## src/design/dmactl_pkg.sv

```systemverilog
// constants, types and helpers of the dma channel transfer control block
// Contract
// - source-hold set keeps the source address fixed for the whole transfer.
// - bandwidth select picks one of twelve block sizes before bus release.
// - entering 15 bytes of a block multiple drops the bus request once.
// - bandwidth select zero holds the request until count reaches zero.
// - starting count equal to block size moves data before any release.
// - polarity bit 1 chooses level or edge sensitive external request.
// - request, or latched edge, passes two flip-flops before use.
// - acknowledge length follows the static memory wait-state count.
// - edge chosen by polarity bit 0 is latched and sets pending flag.
// - edges ignored while pending; service start clears and rearms.
// - status write clears pending and the request is discarded.
// - latch cycle 1, pending cycle 3, service cycle 4, latch reset.
// - access size from address bits 3:0 and remaining count.
// - bytes to word alignment, words to quad alignment, then quads.
// - source alignment decides access size for memory copies.
// - bursts only start at addresses with low four bits zero.
// - any byte start address and any byte count are accepted.
// - each hardware request makes one access of peripheral width.
// - narrow memory splitting is left to the memory controller.
// - one base address and one byte count form each of the two descriptors.
// - nonzero other count rolls over; peripheral modes await a request.
// - a wait counter after each peripheral access masks the request.
package dmactl_pkg;
  localparam logic [1:0]  SZ_BYTE    = 2'h0;
  localparam logic [1:0]  SZ_HALF    = 2'h1;
  localparam logic [1:0]  SZ_WORD    = 2'h2;
  localparam logic [1:0]  SZ_QUAD    = 2'h3;
  localparam logic [15:0] QUAD_BYTES = 16'h0010;
  localparam logic [15:0] WORD_BYTES = 16'h0004;
  localparam logic [16:0] BW_WINDOW  = 17'h0_000F;
  localparam logic [16:0] BW_BASE    = 17'h0_0010;
  localparam logic [3:0]  BW_MAX_SEL = 4'hC;
  localparam logic [1:0]  QUAD_BEATS = 2'h3;
  localparam int          POL_EDGE   = 1;
  localparam int          POL_RISE   = 0;
  localparam logic [31:0] RST_ADDR   = 32'h0000_0000;
  localparam logic [15:0] RST_COUNT  = 16'h0000;

  typedef enum logic [6:0] {
    ST_IDLE    = 7'b000_0001,
    ST_WAITREQ = 7'b000_0010,
    ST_REQ     = 7'b000_0100,
    ST_XFER    = 7'b000_1000,
    ST_RELEASE = 7'b001_0000,
    ST_ACK     = 7'b010_0000,
    ST_MASK    = 7'b100_0000
  } dmactl_state_e;

  // bandwidth block size in bytes; zero means never release
  function automatic logic [16:0] dmactl_bw_block(input logic [3:0] sel);
    logic [3:0] s;
    s = (sel > BW_MAX_SEL) ? BW_MAX_SEL : sel;
    if (s == 4'h0)
      return 17'h0_0000;
    return BW_BASE << (s - 4'h1);
  endfunction

  function automatic logic dmactl_in_window(input logic [15:0] cnt,
                                            input logic [16:0] blk);
    logic [16:0] m;
    m = ({1'b0, cnt} & (blk - 17'h0_0001));
    return m <= BW_WINDOW;
  endfunction

  function automatic logic [1:0] dmactl_pick_size(input logic [3:0]  a,
                                                  input logic [15:0] cnt);
    if (a == 4'h0 && cnt >= QUAD_BYTES)
      return SZ_QUAD;
    if (a[1:0] == 2'h0 && cnt >= WORD_BYTES)
      return SZ_WORD;
    return SZ_BYTE;
  endfunction

  // bytes moved by one beat of the given size
  function automatic logic [15:0] dmactl_step(input logic [1:0] sz);
    unique case (sz)
      SZ_BYTE: return 16'h0001;
      SZ_HALF: return 16'h0002;
      default: return 16'h0004;
    endcase
  endfunction
endpackage

```

## src/design/dmactl_stream_if.sv

```systemverilog
// valid/ready carrier for read data with its access size
`timescale 1ns/1ns
interface dmactl_stream_if;
  logic        valid;
  logic        ready;
  logic [33:0] data;
  modport src (output valid, output data, input ready);
  modport snk (input valid, input data, output ready);
endinterface

```

## src/design/dmactl_buf2.sv

```systemverilog
// two-entry buffer between the bus read side and the data receiver
`timescale 1ns/1ns
module dmactl_buf2 (
  input wire logic         clk,
  input wire logic         rst,
  dmactl_stream_if.snk     in_s,
  dmactl_stream_if.src     out_s
);
  logic        hv_q;
  logic        tv_q;
  logic [33:0] head_q;
  logic [33:0] tail_q;
  logic        push;
  logic        pop;

  // ready and valid come straight from flags so no path runs through
  assign in_s.ready  = ~tv_q;
  assign out_s.valid = hv_q;
  assign out_s.data  = head_q;
  assign push = in_s.valid & ~tv_q;
  assign pop  = hv_q & out_s.ready;

  always_ff @(posedge clk or posedge rst) begin
    if (rst) begin
      hv_q <= 1'b0;
      tv_q <= 1'b0;
    end else begin
      unique case ({push, pop})
        2'b10: begin
          hv_q <= 1'b1;
          tv_q <= hv_q;
        end
        2'b01: begin
          hv_q <= tv_q;
          tv_q <= 1'b0;
        end
        default: begin
        end
      endcase
    end
  end

  always_ff @(posedge clk or posedge rst) begin
    if (rst) begin
      head_q <= 34'h0_0000_0000;
      tail_q <= 34'h0_0000_0000;
    end else begin
      if (push && (!hv_q || (pop && !tv_q)))
        head_q <= in_s.data;
      else if (pop)
        head_q <= tail_q;
      if (push && hv_q && !(pop && !tv_q))
        tail_q <= in_s.data;
    end
  end
endmodule

```

## src/design/dmactl_top.sv

```systemverilog
// dma channel transfer engine: sizing, bandwidth release, external requests
`timescale 1ns/1ns
module dmactl_top
  import dmactl_pkg::*;
(
  input  wire logic        CLK,
  input  wire logic        RST,
  input  wire logic        START,
  input  wire logic        HW_MODE,
  input  wire logic        SOURCE_HOLD_BIT,
  input  wire logic [3:0]  BANDWIDTH_BLOCK_SEL,
  input  wire logic [1:0]  REQUEST_POLARITY_SEL,
  input  wire logic [1:0]  PERIPH_WIDTH_SEL,
  input  wire logic [3:0]  SMC_WAIT_STATES,
  input  wire logic        STATUS_WR,
  input  wire logic        DESC_WR,
  input  wire logic        DESC_SEL,
  input  wire logic [31:0] DESC_BASE,
  input  wire logic [15:0] DESC_COUNT,
  input  wire logic        EXT_TRANSFER_REQUEST,
  input  wire logic        BUS_GRANT,
  input  wire logic        BUS_READY,
  input  wire logic [31:0] BUS_RDATA,
  input  wire logic        OUT_READY,
  output logic             BUS_REQ,
  output logic             BUS_TRANS,
  output logic [31:0]      BUS_ADDR,
  output logic [1:0]       BUS_SIZE,
  output logic             EXT_TRANSFER_ACK,
  output logic             REQUEST_PENDING_FLAG,
  output logic             NEXT_BUFFER_FREE_IRQ,
  output logic             TRANSFER_DONE,
  output logic             ACTIVE_BUFFER,
  output logic [15:0]      REMAINING_BYTE_COUNT,
  output logic             OUT_VALID,
  output logic [33:0]      OUT_DATA
);
  dmactl_stream_if rd_s ();
  dmactl_stream_if wr_s ();

  dmactl_state_e st_q;
  dmactl_state_e st_d;
  logic [31:0]   addr_q;
  logic [15:0]   cnt_q;
  logic [1:0]    size_q;
  logic [1:0]    beats_q;
  logic          act_q;
  logic [31:0]   dbase_q [2];
  logic [15:0]   dcnt_q [2];
  logic [3:0]    wait_q;
  logic          nfb_q;
  logic          done_q;
  logic          req_prev_q;
  logic          latch_q;
  logic          sync1_q;
  logic          sync2_q;
  logic          lvl1_q;
  logic          lvl2_q;
  logic          edge_mode;
  logic          edge_seen;
  logic          latch_set;
  logic          svc_start;
  logic          req_ok;
  logic          beat_done;
  logic          last_beat;
  logic [15:0]   step;
  logic [15:0]   cnt_next;
  logic [16:0]   blk;
  logic          bw_hit;
  logic          bw_enter;
  logic          bw_flag_q;
  logic          roll;
  logic          load_en;
  logic          load_sel;

  dmactl_buf2 u_buf (
    .clk   (CLK),
    .rst   (RST),
    .in_s  (rd_s.snk),
    .out_s (wr_s.src)
  );

  assign rd_s.valid = beat_done;
  assign rd_s.data  = {size_q, BUS_RDATA};
  assign wr_s.ready = OUT_READY;
  assign OUT_VALID  = wr_s.valid;
  assign OUT_DATA   = wr_s.data;

  // external request front end
  assign edge_mode = REQUEST_POLARITY_SEL[POL_EDGE];
  assign edge_seen = REQUEST_POLARITY_SEL[POL_RISE] ?
                     (EXT_TRANSFER_REQUEST & ~req_prev_q) :
                     (~EXT_TRANSFER_REQUEST & req_prev_q);
  assign latch_set = edge_mode & edge_seen & ~latch_q & ~sync2_q;
  assign svc_start = (st_q == ST_WAITREQ) && req_ok;
  // level mode relies on the peripheral dropping its line during ack
  assign req_ok    = edge_mode ? sync2_q : lvl2_q;

  always_ff @(posedge CLK or posedge RST) begin
    if (RST)
      req_prev_q <= 1'b0;
    else
      req_prev_q <= EXT_TRANSFER_REQUEST;
  end

  // a new edge wins over a service start or a software clear
  always_ff @(posedge CLK or posedge RST) begin
    if (RST)
      latch_q <= 1'b0;
    else if (latch_set)
      latch_q <= 1'b1;
    else if (svc_start || STATUS_WR)
      latch_q <= 1'b0;
  end

  always_ff @(posedge CLK or posedge RST) begin
    if (RST) begin
      sync1_q <= 1'b0;
      sync2_q <= 1'b0;
    end else if (STATUS_WR && !latch_set) begin
      sync1_q <= 1'b0;
      sync2_q <= 1'b0;
    end else begin
      sync1_q <= edge_mode & (latch_q | latch_set);
      sync2_q <= sync1_q;
    end
  end

  // level path has its own pair so the pending flag is a plain flop
  always_ff @(posedge CLK or posedge RST) begin
    if (RST) begin
      lvl1_q <= 1'b0;
      lvl2_q <= 1'b0;
    end else begin
      lvl1_q <= EXT_TRANSFER_REQUEST;
      lvl2_q <= lvl1_q;
    end
  end

  assign REQUEST_PENDING_FLAG = sync2_q;

  // beat accounting and sizing
  assign beat_done = (st_q == ST_XFER) && BUS_GRANT && BUS_READY &&
                     rd_s.ready;
  assign last_beat = beats_q == 2'h0;
  assign step      = dmactl_step(size_q);
  assign cnt_next  = (cnt_q > step) ? (cnt_q - step) : RST_COUNT;
  assign blk       = dmactl_bw_block(BANDWIDTH_BLOCK_SEL);
  // release only on entry to the window, so a count starting on a block
  // multiple moves data first
  assign bw_enter  = (blk != 17'h0_0000) && dmactl_in_window(cnt_next, blk) &&
                     !dmactl_in_window(cnt_q, blk);
  assign bw_hit    = (blk != 17'h0_0000) && (bw_enter || bw_flag_q);

  // an inner beat of a burst can enter the window; keep it until the
  // burst ends, else the release would be lost
  always_ff @(posedge CLK or posedge RST) begin
    if (RST)
      bw_flag_q <= 1'b0;
    else if (load_en || (beat_done && last_beat))
      bw_flag_q <= 1'b0;
    else if (beat_done && bw_enter)
      bw_flag_q <= 1'b1;
  end
  assign roll      = dcnt_q[~act_q] != RST_COUNT;
  assign load_en   = ((st_q == ST_IDLE) && START) ||
                     (beat_done && last_beat && cnt_next == RST_COUNT && roll);
  assign load_sel  = (st_q == ST_IDLE) ?
                     (dcnt_q[1'b0] == RST_COUNT) : ~act_q;

  always_comb begin
    st_d = st_q;
    unique case (st_q)
      ST_IDLE:    if (START) st_d = HW_MODE ? ST_WAITREQ : ST_REQ;
      ST_WAITREQ: if (req_ok) st_d = ST_REQ;
      ST_REQ:     if (BUS_GRANT) st_d = ST_XFER;
      ST_XFER: begin
        if (beat_done && last_beat) begin
          if (HW_MODE)
            st_d = ST_ACK;
          else if (cnt_next == RST_COUNT)
            st_d = roll ? ST_REQ : ST_IDLE;
          else
            st_d = bw_hit ? ST_RELEASE : ST_REQ;
        end
      end
      ST_RELEASE: st_d = ST_REQ;
      ST_ACK:     if (wait_q == SMC_WAIT_STATES) st_d = ST_MASK;
      ST_MASK: begin
        if (wait_q == SMC_WAIT_STATES)
          st_d = (cnt_q == RST_COUNT) ? ST_IDLE : ST_WAITREQ;
      end
      default:    st_d = ST_IDLE;
    endcase
  end

  always_ff @(posedge CLK or posedge RST) begin
    if (RST)
      st_q <= ST_IDLE;
    else
      st_q <= st_d;
  end

  always_ff @(posedge CLK or posedge RST) begin
    if (RST)
      wait_q <= 4'h0;
    else if (st_q != st_d || (st_q != ST_ACK && st_q != ST_MASK))
      wait_q <= 4'h0;
    else
      wait_q <= wait_q + 4'h1;
  end

  // descriptors: a software write wins over the hardware free-up
  always_ff @(posedge CLK or posedge RST) begin
    if (RST) begin
      dbase_q[0] <= RST_ADDR;
      dbase_q[1] <= RST_ADDR;
      dcnt_q[0]  <= RST_COUNT;
      dcnt_q[1]  <= RST_COUNT;
    end else begin
      if (load_en)
        dcnt_q[load_sel] <= RST_COUNT;
      if (DESC_WR) begin
        dbase_q[DESC_SEL] <= DESC_BASE;
        dcnt_q[DESC_SEL]  <= DESC_COUNT;
      end
    end
  end

  always_ff @(posedge CLK or posedge RST) begin
    if (RST) begin
      addr_q <= RST_ADDR;
      cnt_q  <= RST_COUNT;
      act_q  <= 1'b0;
    end else if (load_en) begin
      addr_q <= dbase_q[load_sel];
      cnt_q  <= dcnt_q[load_sel];
      act_q  <= load_sel;
    end else if (beat_done) begin
      if (!SOURCE_HOLD_BIT)
        addr_q <= addr_q + {16'h0000, step};
      cnt_q <= cnt_next;
    end
  end

  // size chosen from the source address at grant; peripheral width in
  // hardware mode, where the memory controller splits narrow memory
  always_ff @(posedge CLK or posedge RST) begin
    if (RST) begin
      size_q  <= SZ_BYTE;
      beats_q <= 2'h0;
    end else if (st_q == ST_REQ && BUS_GRANT) begin
      if (HW_MODE) begin
        size_q  <= (PERIPH_WIDTH_SEL == SZ_QUAD) ? SZ_WORD :
                   PERIPH_WIDTH_SEL;
        beats_q <= 2'h0;
      end else begin
        size_q  <= dmactl_pick_size(addr_q[3:0], cnt_q);
        beats_q <= (dmactl_pick_size(addr_q[3:0], cnt_q) == SZ_QUAD) ?
                   QUAD_BEATS : 2'h0;
      end
    end else if (beat_done && !last_beat) begin
      beats_q <= beats_q - 2'h1;
    end
  end

  always_ff @(posedge CLK or posedge RST) begin
    if (RST) begin
      nfb_q  <= 1'b0;
      done_q <= 1'b0;
    end else begin
      nfb_q  <= load_en && st_q == ST_XFER;
      done_q <= (st_q != ST_IDLE) && (st_d == ST_IDLE);
    end
  end

  // bus outputs registered from next state
  always_ff @(posedge CLK or posedge RST) begin
    if (RST) begin
      BUS_REQ          <= 1'b0;
      BUS_TRANS        <= 1'b0;
      EXT_TRANSFER_ACK <= 1'b0;
    end else begin
      BUS_REQ          <= st_d == ST_REQ || st_d == ST_XFER;
      BUS_TRANS        <= st_d == ST_XFER;
      EXT_TRANSFER_ACK <= st_d == ST_ACK;
    end
  end

  assign BUS_ADDR             = addr_q;
  assign BUS_SIZE             = size_q;
  assign NEXT_BUFFER_FREE_IRQ = nfb_q;
  assign TRANSFER_DONE        = done_q;
  assign ACTIVE_BUFFER        = act_q;
  assign REMAINING_BYTE_COUNT = cnt_q;

  hold_src_a: assert property (@(posedge CLK) disable iff (RST)
    (beat_done && SOURCE_HOLD_BIT && !load_en) |=> addr_q == $past(addr_q))
    else $error("source address moved under hold");
  bw_zero_a: assert property (@(posedge CLK) disable iff (RST)
    (st_q == ST_RELEASE) |-> $past(blk) != 17'h0_0000)
    else $error("release with bandwidth select zero");
  release_back_a: assert property (@(posedge CLK) disable iff (RST)
    (st_q == ST_RELEASE) |-> !BUS_REQ ##1 BUS_REQ)
    else $error("request not dropped then restored");
  ack_len_a: assert property (@(posedge CLK) disable iff (RST)
    (st_q == ST_ACK) |-> wait_q <= SMC_WAIT_STATES)
    else $error("acknowledge longer than wait states");
  pend_time_a: assert property (@(posedge CLK) disable iff (RST)
    (latch_set && !STATUS_WR) ##1 !STATUS_WR |=> REQUEST_PENDING_FLAG)
    else $error("pending not shown two cycles after edge");
  latch_clr_a: assert property (@(posedge CLK) disable iff (RST)
    (svc_start && edge_mode && !latch_set) |=> !latch_q ##2 !sync2_q || latch_q)
    else $error("latch not reset at service start");
  quad_align_a: assert property (@(posedge CLK) disable iff (RST)
    (st_q == ST_REQ && BUS_GRANT && !HW_MODE && addr_q[3:0] != 4'h0)
    |=> size_q != SZ_QUAD)
    else $error("burst from unaligned address");
  hw_width_a: assert property (@(posedge CLK) disable iff (RST)
    (BUS_TRANS && HW_MODE) |-> beats_q == 2'h0 && size_q != SZ_QUAD)
    else $error("hardware access not single peripheral width");
  mask_a: assert property (@(posedge CLK) disable iff (RST)
    (st_q == ST_MASK) |-> !BUS_REQ && !svc_start)
    else $error("request served during mask count");
endmodule

```

## config.mk

```make
export PLATFORM = sky130hd
export DESIGN_NAME = dmactl_top
export DESIGN_NICKNAME = d
export VERILOG_FILES = /design/src/design/dmactl_pkg.sv /design/src/design/dmactl_stream_if.sv /design/src/design/dmactl_buf2.sv /design/src/design/dmactl_top.sv
export SDC_FILE = /design/constraint.sdc
export NUM_CORES = 1
export LEC_CHECK = 0
export ABC_AREA = 1
export BUFFER_PORTS_ARGS = -buffer_cell sky130_fd_sc_hd__buf_2
export CORE_ASPECT_RATIO = 0.7
export CORE_MARGIN = 2
export CORE_UTILIZATION = 50
export DETAILED_ROUTE_END_ITERATION = 16
export PLACE_DENSITY = 0.74
export SKIP_CTS_REPAIR_TIMING = 1
export SLEW_MARGIN = 15
export SYNTH_ARGS = -nofsm -noshare
export SYNTH_HDL_FRONTEND = slang
export SYNTH_SLANG_ARGS = --single-unit
```

## constraint.sdc

```tcl
create_clock -name CLK -period 6.3 [get_ports CLK]
set_input_delay 0.315 -clock CLK [delete_from_list [all_inputs] [get_ports CLK]]
set_output_delay 0.315 -clock CLK [all_outputs]
set_load 0.01 [all_outputs]
```

Word-level counts from Yosys, hierarchy flattened:

Index checks and enable logic that the tools add are counted.

* muxes and demuxes: 76
* $add $sub $neg: 6
* $lt $le $gt $ge: 11
* equal/unequal tests: 22
* reductions and logical operators: 56
* bitwise logic cells: 22
* shift-type cells: 1

Operator list (number)
* 32-bit two-way mux: 9
* 16-bit two-way mux: 11
* 34-bit two-way mux: 2
* 64-bit bitwise mux: 1
* 7-bit case mux with 7 select lines: 1
* 16-bit zero test: 3
* 7-bit two-way mux: 6
* 16-bit by 17-bit bitwise AND with 17-bit output: 2
* 17-bit by 4-bit <= comparator with 1-bit output, second input constant: 2
* 17-bit two-way mux: 2
* 32-bit by 16-bit adder with 32-bit output: 1
* 32-bit bitwise AND: 1
* 32-bit bitwise mux: 1
* 16-bit demux with 1-bit select: 2
* 32-bit demux with 1-bit select: 1
* 32-bit NOT: 1
* 1-bit logical AND: 26
* 2-bit two-way mux: 13
* 1-bit two-way mux: 17
* 17-bit nonzero test: 1
* 5-bit by 4-bit << shifter with 17-bit output, first input constant: 1
* 17-bit by 1-bit subtractor with 17-bit output, second input constant: 1
* 16-bit by 3-bit greater-or-equal comparator with 1-bit output, second input constant: 1
* 16-bit by 5-bit greater-or-equal comparator with 1-bit output, second input constant: 1
* 40 further kinds: 87

* flip-flop bits (word level): 241
* output and inout bits: 92
* bits of input ports: 104

Longest topological paths before layout:

Gate-level depths: netlist (run 1).

* depth in word-level cells: 20
* depth in mapped cells: 22
* mapped depth without buffers: 22

Hierarchy:

Synthesis (run 1) repeated with hierarchy kept, for this count alone.

* cell total of the unflattened synthesis: 1859
* area, all modules: 13340.3 um^2

Modules (own cells, without submodules)
* dmactl_top: area an instance 10079.7 um^2, instances 1, cells an instance 1440
* dmactl_buf2: area an instance 3260.6 um^2, instances 1, cells an instance 419

Least setup slack after synthesis (run 1):

Ideal clock, no wire load.

* path kind: register to register
* start point: reg size_q[0] (netlist: BUS_SIZE[0])
* end point: reg dcnt_q[10] (netlist name)
* data arrival time: 2.885 ns
* stages on the path, launching flop included: 20
* period minus slack after synthesis: 3.015 ns
* setup time: 0.130 ns
* setup slack: 3.285 ns
* required time: 6.170 ns
* path buffers: 3
* cell sequence: dfrtp_1 nor2_1 ha_1 inv_1 fa_1 nand2_1 nand2_2 nand2_1 nand4_4 buf_6 nand2_1 nand2_1 nor3_2 nand4_2 nand2_2 buf_6 nand2_2 buf_4 nand3_1 o21ai_1

* cells in the longest elaborated chain, start to end: 11

RTL lines
* start, declared: line dmactl_top.sv:45 `logic [1:0] size_q;`
* start signal, assigned: line dmactl_top.sv:254 `size_q <= (PERIPH_WIDTH_SEL == SZ_QUAD) ? SZ_WORD :`
* start signal, assigned: line dmactl_top.sv:258 `size_q <= dmactl_pick_size(addr_q[3:0], cnt_q);`
* 2-bit by 1-bit == test with 1-bit output or 2-bit zero test (tied branches): line dmactl_pkg.sv:78 `unique case (sz)`
* 3-bit case mux with 2 select lines (*): line dmactl_pkg.sv:78
* 16-bit subtractor or 16-bit greater-than comparator (tied branches): line dmactl_top.sv:147 `assign cnt_next = (cnt_q > step) ? (cnt_q - step) : RST_COUNT;`
* 16-bit two-way mux (*): line dmactl_top.sv:147
* 16-bit zero test (*): line dmactl_top.sv:167 `(beat_done && last_beat && cnt_next == RST_COUNT && roll);`
* 1-bit logical AND (*) (2 in a row): line dmactl_top.sv:167
* 1-bit logical OR (*): line dmactl_top.sv:166 `assign load_en = ((st_q == ST_IDLE) && START) ||`
* 32-bit two-way mux (*): line dmactl_top.sv:221 `if (load_en)`
* 32-bit bitwise mux: line dmactl_top.sv:225 `dcnt_q[DESC_SEL] <= DESC_COUNT;`
* 32-bit two-way mux (*): line dmactl_top.sv:223 `if (DESC_WR) begin`
* end, declared: line dmactl_top.sv:49 `logic [15:0] dcnt_q [2];`

Mark *: on every way between the ends. The rest lies on a longest branch, timed or not.
A chain may end at the register's enable or synchronous reset.

Worst setup path after layout (run 1):

* start point: reg size_q[0] (netlist: BUS_SIZE[0])
* end point: reg cnt_q[10] (netlist: REMAINING_BYTE_COUNT[10])

* cells in the longest elaborated chain, start to end: 9

RTL lines
* 2-bit by 1-bit == test with 1-bit output or 2-bit zero test (tied branches): line dmactl_pkg.sv:78
* 3-bit case mux with 2 select lines (*): line dmactl_pkg.sv:78
* 16-bit subtractor or 16-bit greater-than comparator (tied branches): line dmactl_top.sv:147
* 16-bit two-way mux (*): line dmactl_top.sv:147
* 16-bit zero test: line dmactl_top.sv:167
* 1-bit logical AND (2 in a row): line dmactl_top.sv:167
* 1-bit logical OR: line dmactl_top.sv:166
* 16-bit two-way mux or 2-bit nonzero test (tied branches)
* end signal, assigned: line dmactl_top.sv:237 `cnt_q <= dcnt_q[load_sel];`
* end signal, assigned: line dmactl_top.sv:242 `cnt_q <= cnt_next;`
* end, declared: line dmactl_top.sv:44 `logic [15:0] cnt_q;`

Mark *: on every way between the ends. The rest lies on a longest branch, timed or not. The select of a mux whose other input is x is not followed.

==> qor.yml, run 1 <==
grt_pass1_wl_mm: 55.1
post-route-drc-count: 0
fin_crit_sh_pct: 72.4
wire_per_inst_um: 15.2
syn_inst: 1725
seq_area_frac_synth_pct: 46.7
synth_compound_area_share_pct: 10.7
gr-usage-all-layers_pct: 24.7
finalSetupViolCount: 0
synth_simple_gate_area_share_pct: 29.7
netlist.area_leader.share_pct: 46.5
path_cells: "nor2_1 -> ha_1 -> inv_1 -> fa_1 -> nand2_1 -> nand2_2 -> nand2_1 -> nand4_4 -> nand3_1 -> o21ai_1 -> nor3b_2 -> nand4_2 -> nand2_2 -> buf_4 -> nor2_1 -> inv_1 -> nand2_1 -> o21ai_1"
cts_tree: "built"
critPathMostFrequentCell: "nand2_1"
muxShareOfSynthArea_pct: 0
synth_cell_types: 50
async_flop_share_pct: 100
relSlewSlack_pct: 25.1
overflow: 0
die_w_um: 196
clk_path_buf_depth: 3
yosys_warnings: 0
area_growth_pct: 15.4
p_per_area_mw_per_mm2: 422
postLayoutCoreUtil_pct: 58.4
drive_above_1_share_pct: 15.1
antenna_found_initial: 2
fmax_mhz: 219
synth_ff_type: "dfrtp_1"
maxCapViolCount: 0
synthAdderAreaFrac_pct: 1.76
grt_max_degree: 161
place_hpwl_mm: 23.7
seqCellArea_mm2: 0.00603
cts_root_buf: "clkbuf_16"
hp-class: "input pin to flip-flop"
yosys_register_bits: 241
clock_latency_ns: 0.53
path_class: "flip-flop to flip-flop"
clk_pin_slew_ns: 0.06
ir_drop_uv: 225
placeableCoreArea_mm2: 0.0255
crit_fanout: 76
vias: 11623
num_rows: 49
crit_path_end_kind: "flip-flop"
critPathArrivalTime_ns: 5.00
ctsHtreeMaxLevel: 1
grt_pass1_vias: 10507
hold_violations: 0
antenna_left: 0
via_per_inst: 5.21
dr.pass1.iters: 5
die-area_mm2: 0.0271
synth_edf_count: 0
avgSynthCellArea_um2: 7.48
wl_mm: 34.0
status: "finished clean"
multi_input_area_mm2: 0.00579
skew_ns: 0.0213
finalMaxSlewViolations: 0
place.gp.congestion: 0.920
clock_sinks: 241
cts_buffers: 25
nNetsFinal: 2002
start_util_pct: 50.6
ios: 196
cp_slowest_cell: "buf_4"
synth_area_mm2: 0.0129
max_slew.worst_pin.slew_ns: 1.12
netlist.top_cell.by_area: "dfrtp_1"
fin_setup_tns_ns: 0
leakage_nw: 8.03
first_iter_violations: 1148
port-buffer-count: 195
die_h_um: 138
fillers: 2364
synth_top_family_by_area: "simple AND/OR/NAND/NOR gates"
synth-xor-area-share_pct: 2.65
min_period_ns: 4.56
synthTopCellsByArea: "dfrtp_1 (47%), nand2_1 (17%), nand3_1 (6.1%)"
cp.required_ns: 6.74
rsz0062_at_grt: "no"
cpPeakStageDelay_ns: 0.59
start_kind: "flip-flop"
syn-num-nets: 1846
==> sequential cells by signal, indices dropped and copies added, names as in the netlist, 2 cells and up <==
name / count
wait_q: 4
beats_q: 2
REMAINING_BYTE_COUNT: 16
u_buf.tail_q: 34
st_q: 7
BUS_ADDR: 32
u_buf.out_s.data: 34
dcnt_q: 32
dbase_q: 64
BUS_SIZE: 2
==> stage by stage <==
step | cell area [µm²] | hold WS (ns) | cells | total power [mW] | setup WS (ns)
final | 14900 | 0.0508 | 2232 | 6.29 | 1.74
after global routing | 14900 | 0.0476 | 2232 | 6.75 | 1.24
after CTS | 14900 | -0.112 | 2228 | 6.29 | 1.81
after detailed placement | 14000 | 0.372 | 2182 | 4.81 | 1.77
after global placement | 14000 | 0.357 | 2182 | 4.78 | 1.98
after floorplan | 12900 | 0.346 | 1725 | 4.01 | 2.82
==> kinds of logic after synthesis <==
family	after synthesis
flip-flops	241
adder cells (fa/ha/maj)	17
AND/OR/NAND/NOR	905
buffers and inverters	278
AO/OA/AOI/OAI	245
XOR/XNOR	39
==> layout make-up <==
class | instances | share of cell area, %
tap | 331 | 2.78
timing repair buffer | 206 | 7.24
antenna | 1 | 0.0168
clock inverter | 11 | 0.630
inverter | 201 | 5.09
clock buffer | 35 | 4.86
multi-input combinational | 1206 | 38.9
sequential | 241 | 40.5
==> cell usage after synthesis (3+ instances only) <==
library cell and number:
nand2_1 593, dfrtp_1 240, inv_1 188, nand3_1 157
o21ai_0 142, nor2_1 78, clkbuf_1 49, o21ai_1 43
o211ai_1 38, xor2_1 31, nand4_1 23, ha_1 15
nor3_1 14, buf_2 12, nor4_1 12, inv_2 11
buf_1 8, xnor2_1 8, a21oi_1 6, buf_4 6
nor2_2 6, nand3b_1 4, nand2_2 3, nor3_2 3
or2_1 3
==> per-layer routing <==
layer / routed length (µm) / track usage, % / vias to the layer above
met5: 0 / 0 / -
met4: 389 / 3.63 / 0
met3: 2240 / 4.66 / 31
met2: 13800 / 34.3 / 350
met1: 17500 / 40.5 / 5385
li1: - / - / 5857
==> worst paths after layout <==
check	from	to	slack [ns]	depth (start not counted)
worst max-delay path	BUS_SIZE[0]	REMAINING_BYTE_COUNT[10]	1.74	18
worst min-delay path	DESC_COUNT[7]	dcnt_q[7]	0.05	3
worst max register to register	BUS_SIZE[0]	REMAINING_BYTE_COUNT[10]	1.74	18
worst min register to register	lvl1_q	lvl2_q	0.39	0
max in group asynchronous	RST	NEXT_BUFFER_FREE_IRQ	4.58	4
min in group asynchronous	RST	dcnt_q[14]	0.44	3
==> layout by cell type (no fill, tap or decap), types with 5 or more instances in the layout <==
cell type and n:
nand2_1 590, dfrtp_1 240, buf_2 195, inv_1 187, nand3_1 157, o21ai_0 142, nor2_1 78, o21ai_1 43
o211ai_1 38, xor2_1 31, clkbuf_16 25, nand4_1 23, ha_1 15, nor3_1 14, nor4_1 12, inv_2 11
xnor2_1 8, buf_4 7, a21oi_1 6, nand2_2 6, nor2_2 6, clkbuf_8 6, clkinvlp_4 5, clkinv_2 5
==> critical path, delay by kind of cell, from the launching register on <==
| kind | cells | cell delay, ns |
|---|---|---|
| simple gates | 11 | 2.08 |
| buf+inv | 3 | 1.20 |
| fa+ha+maj | 2 | 0.56 |
| compound gates | 2 | 0.20 |
| flops | 1 | 0.41 |
==> report_power, final <==
| part | total [mW] | switching [mW] | internal, mW |
|---|---|---|---|
| logic | 2.60 | 1.75 | 0.845 |
| registers | 2.23 | 0.352 | 1.88 |
| clock network | 1.46 | 0.613 | 0.844 |
Power figures use the tool's default switching activity.
==> run 2: changes to the inputs <==
--- a/config.mk
+++ b/config.mk
@@ -11,7 +11,7 @@
 export CORE_MARGIN = 2
 export CORE_UTILIZATION = 50
 export DETAILED_ROUTE_END_ITERATION = 16
-export PLACE_DENSITY = 0.74
+export PLACE_DENSITY = 0.71
 export SKIP_CTS_REPAIR_TIMING = 1
 export SLEW_MARGIN = 15
 export SYNTH_ARGS = -nofsm -noshare
==> constraint.sdc (replaced) <==
create_clock -name CLK -period 4.3 [get_ports CLK]
set_input_delay 0.215 -clock CLK [delete_from_list [all_inputs] [get_ports CLK]]
set_output_delay 0.215 -clock CLK [all_outputs]
set_load 0.01 [all_outputs]
==> run 2 against run 1 <==
The flow now finishes with violations (hold timing); utilization up 2.8 points; cell area up 4.9%; worst setup slack worse by 1.4 ns; sequential share of layout area down 1.9 points; combinational power up 52%; sequential power up 47%; total power up 53%.
==> qor.yml, run 2 (synthesis gave the netlist of run 1 again) <==
overflow: 0  # unchanged
fin_setup_tns_ns: 0  # unchanged
final_design_area_no_fill_mm2: 0.0156  # +4.9%
vias: 11825  # +1.7%
die-area_mm2: 0.0271  # unchanged
crit_path_end_kind: "flip-flop"
clk_pin_slew_ns: 0.06  # about the same
violations: "hold timing"
wire_per_inst_um: 15.3  # +0.90%
hold_violations: 22  # +22
grt_pass1_wl_mm: 56.5  # +2.5%
die_h_um: 138  # unchanged
hp-class: "input pin to flip-flop"
num_rows: 49  # unchanged
finalSetupViolCount: 0  # unchanged
ir_drop_uv: 427  # +90%
cp.required_ns: 4.70  # -2.04 ns
stdcell_count: 2292  # +2.7%
cts_tree: "built"
pre_cts_slack_ns: 0.0265  # -1.75 ns
grt_max_degree: 103  # -36%
post-route-drc-count: 0  # unchanged
via_per_inst: 5.16  # -0.93%
crit_fanout: 20  # -74%
layout_common_cells: "nand2_1 (589), dfrtp_1 (240), buf_2 (195)"
place.gp.congestion: 0.911  # -0.97%
die_w_um: 196  # unchanged
placeableCoreArea_mm2: 0.0255  # unchanged
p_per_area_mw_per_mm2: 617  # +46%
grt.met3_usage_pct: 5.25  # +0.59 points
start_util_pct: 50.6  # unchanged
fin_crit_sh_pct: 91.4  # +19 points
grt_pass1_vias: 10580  # +0.69%
maxCapViolCount: 0  # unchanged
start_kind: "flip-flop"
place_hpwl_mm: 24.4  # +3.1%
place_area_mm2: 0.0141  # +0.30%
grtUsageMet1_pct: 41.4  # +0.99 points
clk_path_buf_depth: 3  # unchanged
dr.pass1.iters: 5  # unchanged
clock_sinks: 241  # unchanged
max_slew.worst_pin.slew_ns: 1.09  # -0.0309 ns
layout_commonest_cell: "nand2_1"
antenna_found_initial: 2  # unchanged
skew_ns: 0.0243  # +0.00299 ns
status: "finished, violations left"
wl_mm: 35.2  # +3.6%
ctsHtreeMaxLevel: 1  # unchanged
drive_above_1_share_pct: 14.9  # -0.10 points
finalMaxSlewViolations: 0  # unchanged
critPathArrivalTime_ns: 4.33  # -0.67 ns
gr-usage-all-layers_pct: 25.5  # +0.74 points
rsz0062_at_grt: "yes"
nNetsFinal: 2063  # +3.0%
setup_ws_ns: 0.369  # -1.37 ns
area_growth_pct: 21.0
min_period_ns: 3.93  # -0.630 ns
port-buffer-count: 195  # unchanged
ios: 196  # unchanged
use_met2_pct: 34.8  # +0.47 points
relSlewSlack_pct: 27.4  # +2.3 points
regMostFlops: "dbase_q"
antenna_left: 0  # unchanged
leakage_nw: 8.34  # +3.9%
path_class: "flip-flop to flip-flop"
fmax_mhz: 254  # +16%
cts_root_buf: "clkbuf_16"
largest_reg_flops: 64  # unchanged
dp_cells: 2188  # +0.27%
top_usage_layer: "met1"
power.total_mw: 9.63  # +53%
first_iter_violations: 992  # -14%
clock_latency_ns: 0.53  # about the same
cts_buffers: 25  # unchanged
worst_hold_slack_ns: -0.0355  # -0.0863 ns
[run 2: cell count changes in the layout (fill, tap and decap cells not counted), moves of 2 or more]
| cell | previous run | this run |
|---|---|---|
| clkinv_2 | 5 | 2 |
| buf_4 | 7 | 11 |
| buf_6 | 0 | 2 |
| dlygate4sd3_1 | 3 | 58 |
| bufinv_16 | 1 | 6 |
| clkbuf_8 | 6 | 4 |
| clkinvlp_4 | 5 | 2 |
[run 2: worst max-delay path, stage by stage, from the launching register on]
cell     delay (ns)
dfrtp_1        0.42
nor2_1         0.17
ha_1           0.17
inv_1          0.07
fa_1           0.40
nand2_1        0.11
nand2_2        0.10
nor2_2         0.17
nand3_2        0.13
nor2_1         0.14
o21ai_0        0.08
a21oi_1        0.29
nor3b_2        0.10
nand4_2        0.16
nand2_4        0.16
nor2_2         0.44
inv_1          0.44
nand2_1        0.17
o21ai_1        0.07
[run 2: cell type report]
type | count | area [µm²]
timing repair buffer | 267 | 1680
tap | 331 | 414
inverter | 201 | 761
clock buffer | 34 | 699
multi-input combinational | 1206 | 5810
fill | 2329 | 9890
antenna | 1 | 2.50
clock inverter | 11 | 215
sequential | 241 | 6030
[run 2: per-stage QoR]
stage	hold WS, ns	util, %
floorplan	0.246	-
global placement	0.357	55.2
detailed placement	0.355	55.2
CTS	-0.189	58.8
global route	0.00153	61.2
finish	-0.0355	61.2
[run 2: worst paths after layout]
check	start	end	slack (ns)	cells past startpoint
max	BUS_SIZE[1]	REMAINING_BYTE_COUNT[11]	0.37	18
max reg2reg	BUS_SIZE[1]	REMAINING_BYTE_COUNT[11]	0.37	18
min reg2reg	lvl1_q	lvl2_q	0.39	0
max in group asynchronous	RST	dbase_q[31]	2.74	4
min in group asynchronous	RST	dcnt_q[5]	0.35	3
min	DESC_BASE[30]	dbase_q[30]	-0.04	3
[run 2: routing by layer]
metal  vias up  part of all wire, %
met3        38                  7.0
met4         2                  1.6
met5         -                0.037
li1       5990                    -
met2       348                   41
met1      5447                   51
[run 2: power breakdown]
part	switching [mW]	internal, mW
Combinational	2.65	1.30
Sequential	0.522	2.76
Clock	0.907	1.50
